[src/common/srpfb_pkg.sv]
// Shared constants for the serial register port with flash backup
// How it works
// - Port acts only while chip select low.
// - Input bits captured on serial clock rise.
// - Output bits change on serial clock fall.
// - Output driven only while chip select low.
// - 16-bit registers, upper and lower byte addresses.
// - Output returns register named by earlier read.
// - Host waits gap after 16th edge.
// - Host traffic uses working copies, flash backs some.
// - Flash saved only by a command write to 0x3e with bit 6 set.
// - Reset reloads backed-up working registers from flash, clears the rest.
// - Read takes two frames, second returns data.
// - Mode 3 master, MSB first, 16-bit frames.
// - Each write frame outside a load or save, except to 0x3e, updates one byte.
// - Write actions fire at 16th rising edge.
package srpfb_pkg;
    localparam int FRAME_BITS = 16;
    localparam int DIR_BIT = 15;
    localparam int ADDR_MSB = 14;
    localparam int ADDR_LSB = 8;
    localparam int DATA_MSB = 7;
    localparam int NUM_REGS = 64;
    localparam logic [6:0] CMD_ADDR = 7'h3e;
    localparam int FLASH_UPD_BIT = 6;
    localparam logic [5:0] FLASH_CNT_REG = 6'h00;
    localparam logic [63:0] FLASH_BACKUP_MASK = 64'h0000_0000_0300_e0cf;
    localparam logic [15:0] WORK_RESET = 16'h0000;
    localparam logic [15:0] BUSY_WORD = 16'h0000;
    localparam logic [2:0] PIN_IDLE = 3'h3;
    localparam int PIN_SCLK = 0;
    localparam int PIN_CS = 1;
    localparam int PIN_DATA = 2;
    localparam int CLK_PERIOD_PS = 10000;
    localparam int GAP_PS = 16500000;
    localparam int GAP_CYC = (GAP_PS + CLK_PERIOD_PS - 1) / CLK_PERIOD_PS;
    localparam int SCLK_MIN_PERIOD_PS = 400000;
    localparam int SCLK_HALF_CYC = (SCLK_MIN_PERIOD_PS / 2 + CLK_PERIOD_PS - 1) / CLK_PERIOD_PS;
    localparam int CS_LEAD_PS = 48800;
    localparam int CS_LEAD_CYC = (CS_LEAD_PS + CLK_PERIOD_PS - 1) / CLK_PERIOD_PS;
endpackage : srpfb_pkg

[src/common/srpfb_link_if.sv]
// Four-wire serial link between host and device
`timescale 1ns/1ns
interface srpfb_link_if;
    logic sclk;
    logic cs_n;
    logic mosi;
    logic miso;
    logic miso_oe_n;
    logic miso_line;
    // Released line reads as pulled high
    assign miso_line = miso_oe_n ? 1'b1 : miso;
    modport dev (input sclk, input cs_n, input mosi, output miso, output miso_oe_n);
    modport host (output sclk, output cs_n, output mosi, input miso_line);
endinterface : srpfb_link_if

[src/hw/srpfb_dev.sv]
// Device end: serial slave, working registers and flash backup store
`timescale 1ns/1ns
module srpfb_dev
    import srpfb_pkg::*;
(
    // Clock and reset
    input wire logic clk_in,
    input wire logic rst_in,
    // Serial link
    srpfb_link_if.dev link,
    // User side status
    output logic cfg_loaded_out,
    output logic flash_busy_out,
    output logic cmd_strobe_out,
    output logic [7:0] cmd_byte_out
);
    typedef enum logic [1:0] {ST_LOAD, ST_RUN, ST_SAVE} srpfb_dstate_t;

    logic [2:0] sy1_reg, sy2_reg, sy3_reg, flt_reg;
    logic [2:0] sy1_next, sy2_next, sy3_next, flt_next;
    logic [15:0] rx_reg, rx_next, tx_reg, tx_next;
    logic [3:0] cnt_reg, cnt_next;
    logic miso_reg, miso_next, oe_n_reg, oe_n_next;
    srpfb_dstate_t st_reg, st_next;
    logic [5:0] idx_reg, idx_next;
    logic loaded_reg, loaded_next, strobe_reg, strobe_next, busy_reg, busy_next;
    logic [7:0] cbyte_reg, cbyte_next;
    logic [15:0] work_mem [NUM_REGS];
    // Erased flash at power-up; contents then survive every reset
    logic [15:0] flash_mem [NUM_REGS] = '{default: 16'h0000};
    logic work_we, flash_we;
    logic [5:0] work_wa, flash_wa;
    logic [15:0] work_wd, flash_wd;
    logic sel, rise, fall;
    logic [15:0] fw;
    logic [6:0] faddr;

    // Pin filter: a change counts once second and third stages agree
    always_comb
    begin
        sy1_next = {link.mosi, link.cs_n, link.sclk};
        sy2_next = sy1_reg;
        sy3_next = sy2_reg;
        for (int i = 0; i < 3; i++)
        begin
            flt_next[i] = (sy2_reg[i] == sy3_reg[i]) ? sy3_reg[i] : flt_reg[i];
        end
    end

    always_ff @(posedge clk_in or posedge rst_in)
    begin
        if (rst_in)
        begin
            sy1_reg <= PIN_IDLE;
            sy2_reg <= PIN_IDLE;
            sy3_reg <= PIN_IDLE;
            flt_reg <= PIN_IDLE;
        end
        else
        begin
            sy1_reg <= sy1_next;
            sy2_reg <= sy2_next;
            sy3_reg <= sy3_next;
            flt_reg <= flt_next;
        end
    end

    assign sel = ~flt_next[PIN_CS];
    assign rise = flt_next[PIN_SCLK] & ~flt_reg[PIN_SCLK];
    assign fall = ~flt_next[PIN_SCLK] & flt_reg[PIN_SCLK];
    assign fw = {rx_reg[14:0], flt_next[PIN_DATA]};
    assign faddr = fw[ADDR_MSB:ADDR_LSB];

    // Shifting, frame decode and the load/save sequencer
    always_comb
    begin
        rx_next = rx_reg;
        tx_next = tx_reg;
        cnt_next = cnt_reg;
        miso_next = miso_reg;
        oe_n_next = ~sel;
        st_next = st_reg;
        idx_next = idx_reg;
        loaded_next = loaded_reg;
        strobe_next = 1'b0;
        cbyte_next = cbyte_reg;
        work_we = 1'b0;
        work_wa = idx_reg;
        work_wd = flash_mem[idx_reg];
        flash_we = 1'b0;
        flash_wa = idx_reg;
        flash_wd = work_mem[idx_reg];
        if (!sel)
        begin
            cnt_next = 4'h0;
        end
        else
        begin
            if (fall)
            begin
                miso_next = tx_reg[15];
                tx_next = {tx_reg[14:0], 1'b0};
            end
            if (rise)
            begin
                rx_next = fw;
                cnt_next = cnt_reg + 4'h1;
                if (cnt_reg == 4'(FRAME_BITS - 1))
                begin
                    cnt_next = 4'h0;
                    if (st_reg != ST_RUN)
                    begin
                        tx_next = BUSY_WORD;
                    end
                    else if (!fw[DIR_BIT])
                    begin
                        // Whole register whichever byte address was named
                        tx_next = work_mem[faddr[6:1]];
                    end
                    else if (faddr == CMD_ADDR)
                    begin
                        strobe_next = 1'b1;
                        cbyte_next = fw[DATA_MSB:0];
                        if (fw[FLASH_UPD_BIT])
                        begin
                            // Count the flash write, then copy it with the rest
                            work_we = 1'b1;
                            work_wa = FLASH_CNT_REG;
                            work_wd = work_mem[FLASH_CNT_REG] + 16'h0001;
                            st_next = ST_SAVE;
                            idx_next = 6'h00;
                        end
                    end
                    else
                    begin
                        work_we = 1'b1;
                        work_wa = faddr[6:1];
                        work_wd = work_mem[faddr[6:1]];
                        if (faddr[0])
                        begin
                            work_wd[15:8] = fw[DATA_MSB:0];
                        end
                        else
                        begin
                            work_wd[7:0] = fw[DATA_MSB:0];
                        end
                    end
                end
            end
        end
        unique case (st_reg)
            ST_LOAD:
            begin
                work_we = FLASH_BACKUP_MASK[idx_reg];
                idx_next = idx_reg + 6'h01;
                if (idx_reg == 6'(NUM_REGS - 1))
                begin
                    st_next = ST_RUN;
                    loaded_next = 1'b1;
                end
            end
            ST_SAVE:
            begin
                flash_we = FLASH_BACKUP_MASK[idx_reg];
                idx_next = idx_reg + 6'h01;
                if (idx_reg == 6'(NUM_REGS - 1))
                begin
                    st_next = ST_RUN;
                end
            end
            ST_RUN:
            begin
            end
        endcase
        busy_next = (st_next != ST_RUN);
    end

    always_ff @(posedge clk_in or posedge rst_in)
    begin
        if (rst_in)
        begin
            rx_reg <= 16'h0000;
            tx_reg <= 16'h0000;
            cnt_reg <= 4'h0;
            miso_reg <= 1'b0;
            oe_n_reg <= 1'b1;
            st_reg <= ST_LOAD;
            idx_reg <= 6'h00;
            loaded_reg <= 1'b0;
            strobe_reg <= 1'b0;
            cbyte_reg <= 8'h00;
            busy_reg <= 1'b1;
        end
        else
        begin
            rx_reg <= rx_next;
            tx_reg <= tx_next;
            cnt_reg <= cnt_next;
            miso_reg <= miso_next;
            oe_n_reg <= oe_n_next;
            st_reg <= st_next;
            idx_reg <= idx_next;
            loaded_reg <= loaded_next;
            strobe_reg <= strobe_next;
            cbyte_reg <= cbyte_next;
            busy_reg <= busy_next;
        end
    end

    // Working copies: cleared by reset, then the backed-up ones refilled from flash
    always_ff @(posedge clk_in or posedge rst_in)
    begin
        if (rst_in)
        begin
            for (int i = 0; i < NUM_REGS; i++)
            begin
                work_mem[i] <= WORK_RESET;
            end
        end
        else if (work_we)
        begin
            work_mem[work_wa] <= work_wd;
        end
    end

    // Nonvolatile store has no reset on purpose
    always_ff @(posedge clk_in)
    begin
        if (flash_we)
        begin
            flash_mem[flash_wa] <= flash_wd;
        end
    end

    assign link.miso = miso_reg;
    assign link.miso_oe_n = oe_n_reg;
    assign cfg_loaded_out = loaded_reg;
    assign flash_busy_out = busy_reg;
    assign cmd_strobe_out = strobe_reg;
    assign cmd_byte_out = cbyte_reg;
endmodule : srpfb_dev

[src/flat_wrapper.sv]
// flat-port wrapper written by rule: the top's interface ports become plain ports
module srpfb_dev_flat import srpfb_pkg::*;
  (clk_in, rst_in, cfg_loaded_out, flash_busy_out, cmd_strobe_out, cmd_byte_out, link_sclk, link_cs_n, link_mosi, link_miso, link_miso_oe_n);
  srpfb_link_if link_i ();
  input wire logic clk_in;
  input wire logic rst_in;
  output logic cfg_loaded_out;
  output logic flash_busy_out;
  output logic cmd_strobe_out;
  output logic [7:0] cmd_byte_out;
  input wire logic [$bits(link_i.sclk)-1:0] link_sclk;
  input wire logic [$bits(link_i.cs_n)-1:0] link_cs_n;
  input wire logic [$bits(link_i.mosi)-1:0] link_mosi;
  output wire logic [$bits(link_i.miso)-1:0] link_miso;
  output wire logic [$bits(link_i.miso_oe_n)-1:0] link_miso_oe_n;
  assign link_i.sclk = link_sclk;
  assign link_i.cs_n = link_cs_n;
  assign link_i.mosi = link_mosi;
  assign link_miso = link_i.miso;
  assign link_miso_oe_n = link_i.miso_oe_n;
  srpfb_dev u_core (.clk_in(clk_in), .rst_in(rst_in), .link(link_i), .cfg_loaded_out(cfg_loaded_out), .flash_busy_out(flash_busy_out), .cmd_strobe_out(cmd_strobe_out), .cmd_byte_out(cmd_byte_out));
endmodule
[config.mk]
export PLATFORM = sky130hd
export DESIGN_NAME = srpfb_dev_flat
export DESIGN_NICKNAME = d
export VERILOG_FILES = /design/src/common/srpfb_pkg.sv /design/src/common/srpfb_link_if.sv /design/src/hw/srpfb_dev.sv /design/src/flat_wrapper.sv
export SDC_FILE = /design/constraint.sdc
export NUM_CORES = 2
export LEC_CHECK = 0
export ABC_CLOCK_PERIOD_IN_PS = 70700
export BUFFER_PORTS_ARGS = -buffer_cell sky130_fd_sc_hd__buf_2
export CAP_MARGIN = 10
export CELL_PAD_IN_SITES_DETAIL_PLACEMENT = 1
export CELL_PAD_IN_SITES_GLOBAL_PLACEMENT = 2
export CORE_ASPECT_RATIO = 1.5
export CORE_MARGIN = 10
export CORE_UTILIZATION = 25
export CTS_BUF_LIST = sky130_fd_sc_hd__clkbuf_8
export DETAILED_ROUTE_END_ITERATION = 8
export PLACE_DENSITY = 0.55
export SLEW_MARGIN = 15
export SYNTH_ARGS = -nofsm -noshare
export SYNTH_HDL_FRONTEND = slang
export SYNTH_SLANG_ARGS = --single-unit
[constraint.sdc]
create_clock -name clk_in -period 70.7 [get_ports clk_in]
set_clock_uncertainty 0.05 [all_clocks]
set_input_delay 7.07 -clock clk_in [delete_from_list [all_inputs] [get_ports clk_in]]
set_output_delay 7.07 -clock clk_in [all_outputs]
set_load 0.01 [all_outputs]
### Word level (Yosys, flattened, before mapping)

Memories as Yosys holds them, arrays and structs flattened.
Index checks and enable logic that the tools add are counted.

| operators by class | value |
|---|---|
| equal/unequal tests | 11 |
| bitwise logic cells | 9 |
| add/subtract/negate cells | 3 |
| $lt $le $gt $ge | 5 |
| reduce and logical (&&, ||, !) cells | 13 |
| muxes and demuxes | 70 |

Operators by type and width:

| cell | number |
|---|---|
| 1024-bit bitwise mux | 1 |
| 16-bit 2-to-1 mux | 17 |
| 16-bit binary-select mux with 6-bit select | 2 |
| 16-bit demux with 6-bit select | 1 |
| 6-bit 2-to-1 mux | 14 |
| 7-bit greater-or-equal comparator (second input constant) | 3 |
| 1-bit 2-to-1 mux | 21 |
| 6-bit NOT with 7-bit output | 3 |
| 2-bit 2-to-1 mux | 9 |
| 16-bit by 1-bit adder with 16-bit output (second input constant) | 1 |
| 8-bit 2-to-1 mux | 2 |
| 4-bit 2-to-1 mux | 3 |
| 6-bit AND reduction | 2 |
| 2-bit nonzero test | 5 |
| 7-bit by 6-bit equality test with 1-bit output (second input constant) | 1 |
| 6-bit by 7-bit less-than comparator with 1-bit output (second input constant) | 1 |
| 7-bit by 1-bit less-than comparator with 1-bit output (second input constant) | 1 |
| 6-bit by 1-bit adder with 6-bit output (second input constant) | 1 |
| 6-bit equality test (second input constant) | 1 |
| 2-bit AND reduction | 3 |
| 4-bit by 1-bit adder with 4-bit output (second input constant) | 1 |
| 4-bit equality test (second input constant) | 1 |
| 2-bit by 1-bit != test with 1-bit output (second input constant) | 2 |
| 2-bit != test (second input constant) | 2 |
| other kinds (7) | 13 |

| word-level totals | value |
|---|---|
| output and inout port bits | 13 |
| input bits | 5 |
| register bits | 1092 |
| memories | 2 |
| word-level logic and storage cells | 192 |
| RAM bits | 1024 |
| bits in read-only memories | 64 |

Memory list:

| memory | depth | width | read ports | clocked after Yosys merged registers in | wr ports | line | RTL |
|---|---|---|---|---|---|---|---|
| u_core.flash_mem | 64 | 16 | 1 | 0 | 1 | srpfb_dev.sv:30 | `logic [15:0] flash_mem [NUM_REGS] = '{default: 16'h0000};` |
| (name not given) | 64 | 1 | 1 | 0 | 0 | srpfb_dev.sv:154 | `work_we = FLASH_BACKUP_MASK[idx_reg];` |

### Longest topological paths before layout

| logic depth | value |
|---|---|
| word-level depth | 13 |
| depth in mapped cells | 21 |
| mapped depth without buffers | 10 |

### Worst setup path before layout

OpenSTA, ideal clock, no wires.

| timing path | value |
|---|---|
| path type | flip-flop to output port |
| start | register u_core.flt_reg[1] (netlist name) |
| end | output port link_miso_oe_n |
| required time | 63.580 ns |
| arrival | 0.534 ns |
| slack | 63.046 ns |
| buffers on the path | 0 |
| stages on the path, launching flop included | 1 |
| cells stage by stage | dfstp_2 |

RTL lines:

| element | line | RTL |
|---|---|---|
| end, declared | flat_wrapper.sv:15 | `output wire logic [$bits(link_i.miso_oe_n)-1:0] link_miso_oe_n;` |

==> metrics.md <==
| Metric | Value |
|---|---|
| Hold Startpoint | u_core.sy1_reg[2]$_DFF_PP0_ |
| Post-Route WL | ~440000 µm |
| Fill cells | ~42k |
| Nets | about 8.4k |
| Critical path startpoint | rst_in |
| CTS Hold Bufs | 0 |
| Routability cong. | ~0.91 |
| Global Route Usage Sum | 0.211 |
| CP Cell Sequence | buf_2, inv_8, buf_4, buf_4, buf_4, buf_4, buf_4 |
| CTS resizes | 0 |
| Synth top area share | 0.322 |
| Die ar. | ~410000 µm² |
| Register area share after synthesis | 0.609 |
| Area growth, synth to finish | 17.4% |
| GR Overflow Total | 0 |
| Delay-heaviest family, CP | buffers and inverters |
| Slowest stage delay, CP | 0.88 ns |
| Main flop type after synthesis | dfrtp_1 |
| Non-Filler Instances | between 10k and 15k |
| Post-synthesis sequential element count | between 2k and 2.5k |
| Gate Count Post-Synth | around 7.6k |
| Largest net degree at the start of global routing | between 150 and 200 |
| CP max-delay cell | buf_4 |
| I/O pins | 18 |
| Worst setup EP type | async pin |
| Clock Latency Late Sink | 1.11 ns |
| Via density | a little over 5 |
| Core Region | between 300000 and 400000 µm² |
| CTS max path bufs | 4 |
| Crit path buf inv count | 7 |
| Rel. slew slack | 0.162 |
| EDFF count, synth | 1024 |
| Unrepaired setup endpoints after global routing | no |
| Share of layout cells above drive strength 1 | 0.176 |
| Worst reg2reg startpoint | u_core.flash_wa[2]$_DFFE_PP0P_ |
| Global-route wire length before repair | 609000 µm |
| Peak VDD IR | around 0.015 mV |
| CP most frequent cell | buf_4 |
| Tmin final | 11.09 ns |
| Pins Over Slew Limit | 0 |
| Fin Setup TNS | 0 ns |
| Routed via count | 70.4k |
| Final ANT Viol Nets | 0 |
| WS Path Type | in2async |
| Max-Cap Viols | 0 |
| Slew @ Worst Pin | between 1 and 1.5 ns |
| Postcts setup bufs | 0 |
| Initial Util | 0.251 |
| Root Driver | clkbuf_8 |
| Hold Path Class | reg2reg |
| Synth Warn # | 0 |
| Pwr/cell area | ~22 nW/µm² |
| # placed instances | 13.1k |
| Post-synth cell types | 95 |
| DRC violations left | 0 |
| Ranking of synthesized cells by area | edfxtp_1 32%, dfrtp_1 28%, mux4_2 7.4% |
| Die Ht | roughly 780 µm |
| Crit path DAT | around 12 ns |
| CTS Buf Count | around 360 |
| Worst Setup Start Kind | input port |
| Die span in x | 524 µm |
| HPWL after DPL | between 200000 and 300000 µm |
| Antenna violations before repair | 18 |
| Status | completed |
| Final hold viol count | 0 |
| Pleak | 0.0428 µW |
| Sink Count | 2115 |
| Required time at the worst-slack endpoint | 71.71 ns |
| CTS clk-pin slew, worst paths | roughly 0.06 ns |
| Max Clk Rate | 90.1 MHz |
| IO Port Bufs | 17 |
| Mapped Area | ~95000 µm² |
| Period Utilization, post-route | 0.157 |
| CTS tree | yes |
| 1st-pass router iterations | 6 |
| Final setup vio count | 0 |
| Synth area leader | edfxtp_1 |
| Num rows | 277 |
| WL/cell | about 32 µm |
| Asr flop ratio synth | 0.516 |
| CTS HTree Levels | 5 |
| Vias in the first global route | 75.0k |
| Post-synthesis average cell area | around 13 µm² |
| Initial DRC count | between 5k and 6k |
| Critical path fanouts, max | 110 |
[stage by stage]
stage               hold slack (ns)  area [µm²]   util  total power [µW]  setup WS [ns]
floorplan                     0.281       98500      -              1380          32.88
global placement              0.286      105000  0.276              1400          58.45
detailed placement            0.287      105000  0.276              1410          58.30
CTS                           0.301      112000  0.295              2540          59.44
global route                  0.314      112000  0.295              2600          58.98
finish                        0.299      112000  0.295              2500          59.61
[cell usage in the layout (no fill, tap or decap), drive strengths merged, types with 13 or more instances in the layout]
cell / count
or3: 29
conb: 832
nor4: 15
a31oi: 105
a211oi: 20
nand3b: 13
a21oi: 423
inv: 158
clkinv: 97
o22a: 16
o22ai: 123
dfrtp: 1082
buf: 307
a221o: 30
a222oi: 14
clkbuf: 425
nand2: 744
nor2: 655
nor3: 65
a221oi: 203
nor2b: 24
o21ai: 637
a22oi: 311
and2: 26
nand4: 22
mux4: 315
a22o: 74
nand3: 76
mux2i: 325
diode: 26
and3: 17
mux2: 231
a32oi: 18
nand2b: 17
edfxtp: 1024
[power by group]
group	total [µW]	internal (µW)	switching, µW
Clock	1120	570	549
Combinational	61.7	16.4	45.3
Sequential	1320	1310	14.4
Total	2500	1890	609
[cell usage after synthesis, drive strengths merged, types with 12 or more instances]
library cell,instances
nor2b,24
a221o,30
nand4,22
o21ai,637
mux2i,325
edfxtp,1024
nor3,65
or3,29
a211oi,20
a31oi,105
clkbuf,362
a22oi,311
nand3,76
mux4,315
a22o,74
dfrtp,1082
o22ai,123
a221oi,203
buf,290
nor2,655
a21oi,423
nand2b,17
nand3b,13
and3,17
o22a,16
nor4,15
a222oi,14
o2bb2ai,12
o221ai,12
nand2,744
mux2,231
inv,47
a32oi,18
and2,26
a41oi,12
[worst paths after layout]
path | end | slack (ns) | depth (start not counted)
setup / recovery | u_core.work_mem[603]$_DFFE_PP0P_ | 59.61 | 7
hold / removal | u_core.sy2_reg[2]$_DFF_PP0_ | 0.30 | 0
setup reg to reg | u_core.work_mem[771]$_DFFE_PP0P_ | 64.02 | 11
hold reg to reg | u_core.sy2_reg[2]$_DFF_PP0_ | 0.30 | 0
max in group clk_in | link_miso_oe_n | 61.86 | 1
min in group asynchronous | u_core.work_mem[389]$_DFFE_PP0P_ | 6.09 | 2
[cell type report]
| class | count | area [µm²] | area share |
|---|---|---|---|
| flip-flops and latches | 2115 | 58100 | 0.518 |
| multi-input cells | 5575 | 38000 | 0.339 |
| well taps | 5022 | 6280 | 0.0561 |
| clock buffers | 425 | 5850 | 0.0522 |
| repair buffers | 307 | 2440 | 0.0218 |
| clock inverters | 218 | 1120 | 0.00998 |
| inverters | 50 | 201 | 0.00180 |
| diodes | 26 | 65.1 | 0.000581 |
[logic make-up after synthesis]
family                     Yosys count  share of synthesized area
adders and majority gates            6                   0.000748
DFF                               2115                      0.609
buffers and inverters              702                     0.0325
other                                1                  0.0000393
muxes                              871                      0.136
xor gates and xnor gates            19                    0.00174
AOI/OAI and AO/OA                 2106                      0.142
and+or+nand+nor                   1741                     0.0786
[routing by layer]
| metal | global-route usage | up-vias | wire length, µm |
|---|---|---|---|
| met5 | 0 | - | 13 |
| met4 | 0.127 | 2 | 31000 |
| met3 | 0.0313 | 951 | 19600 |
| met2 | 0.382 | 2187 | 228000 |
| met1 | 0.232 | 37600 | 163000 |
| li1 | - | 29700 | - |
Note: power is estimated with default switching activity, not from simulation.
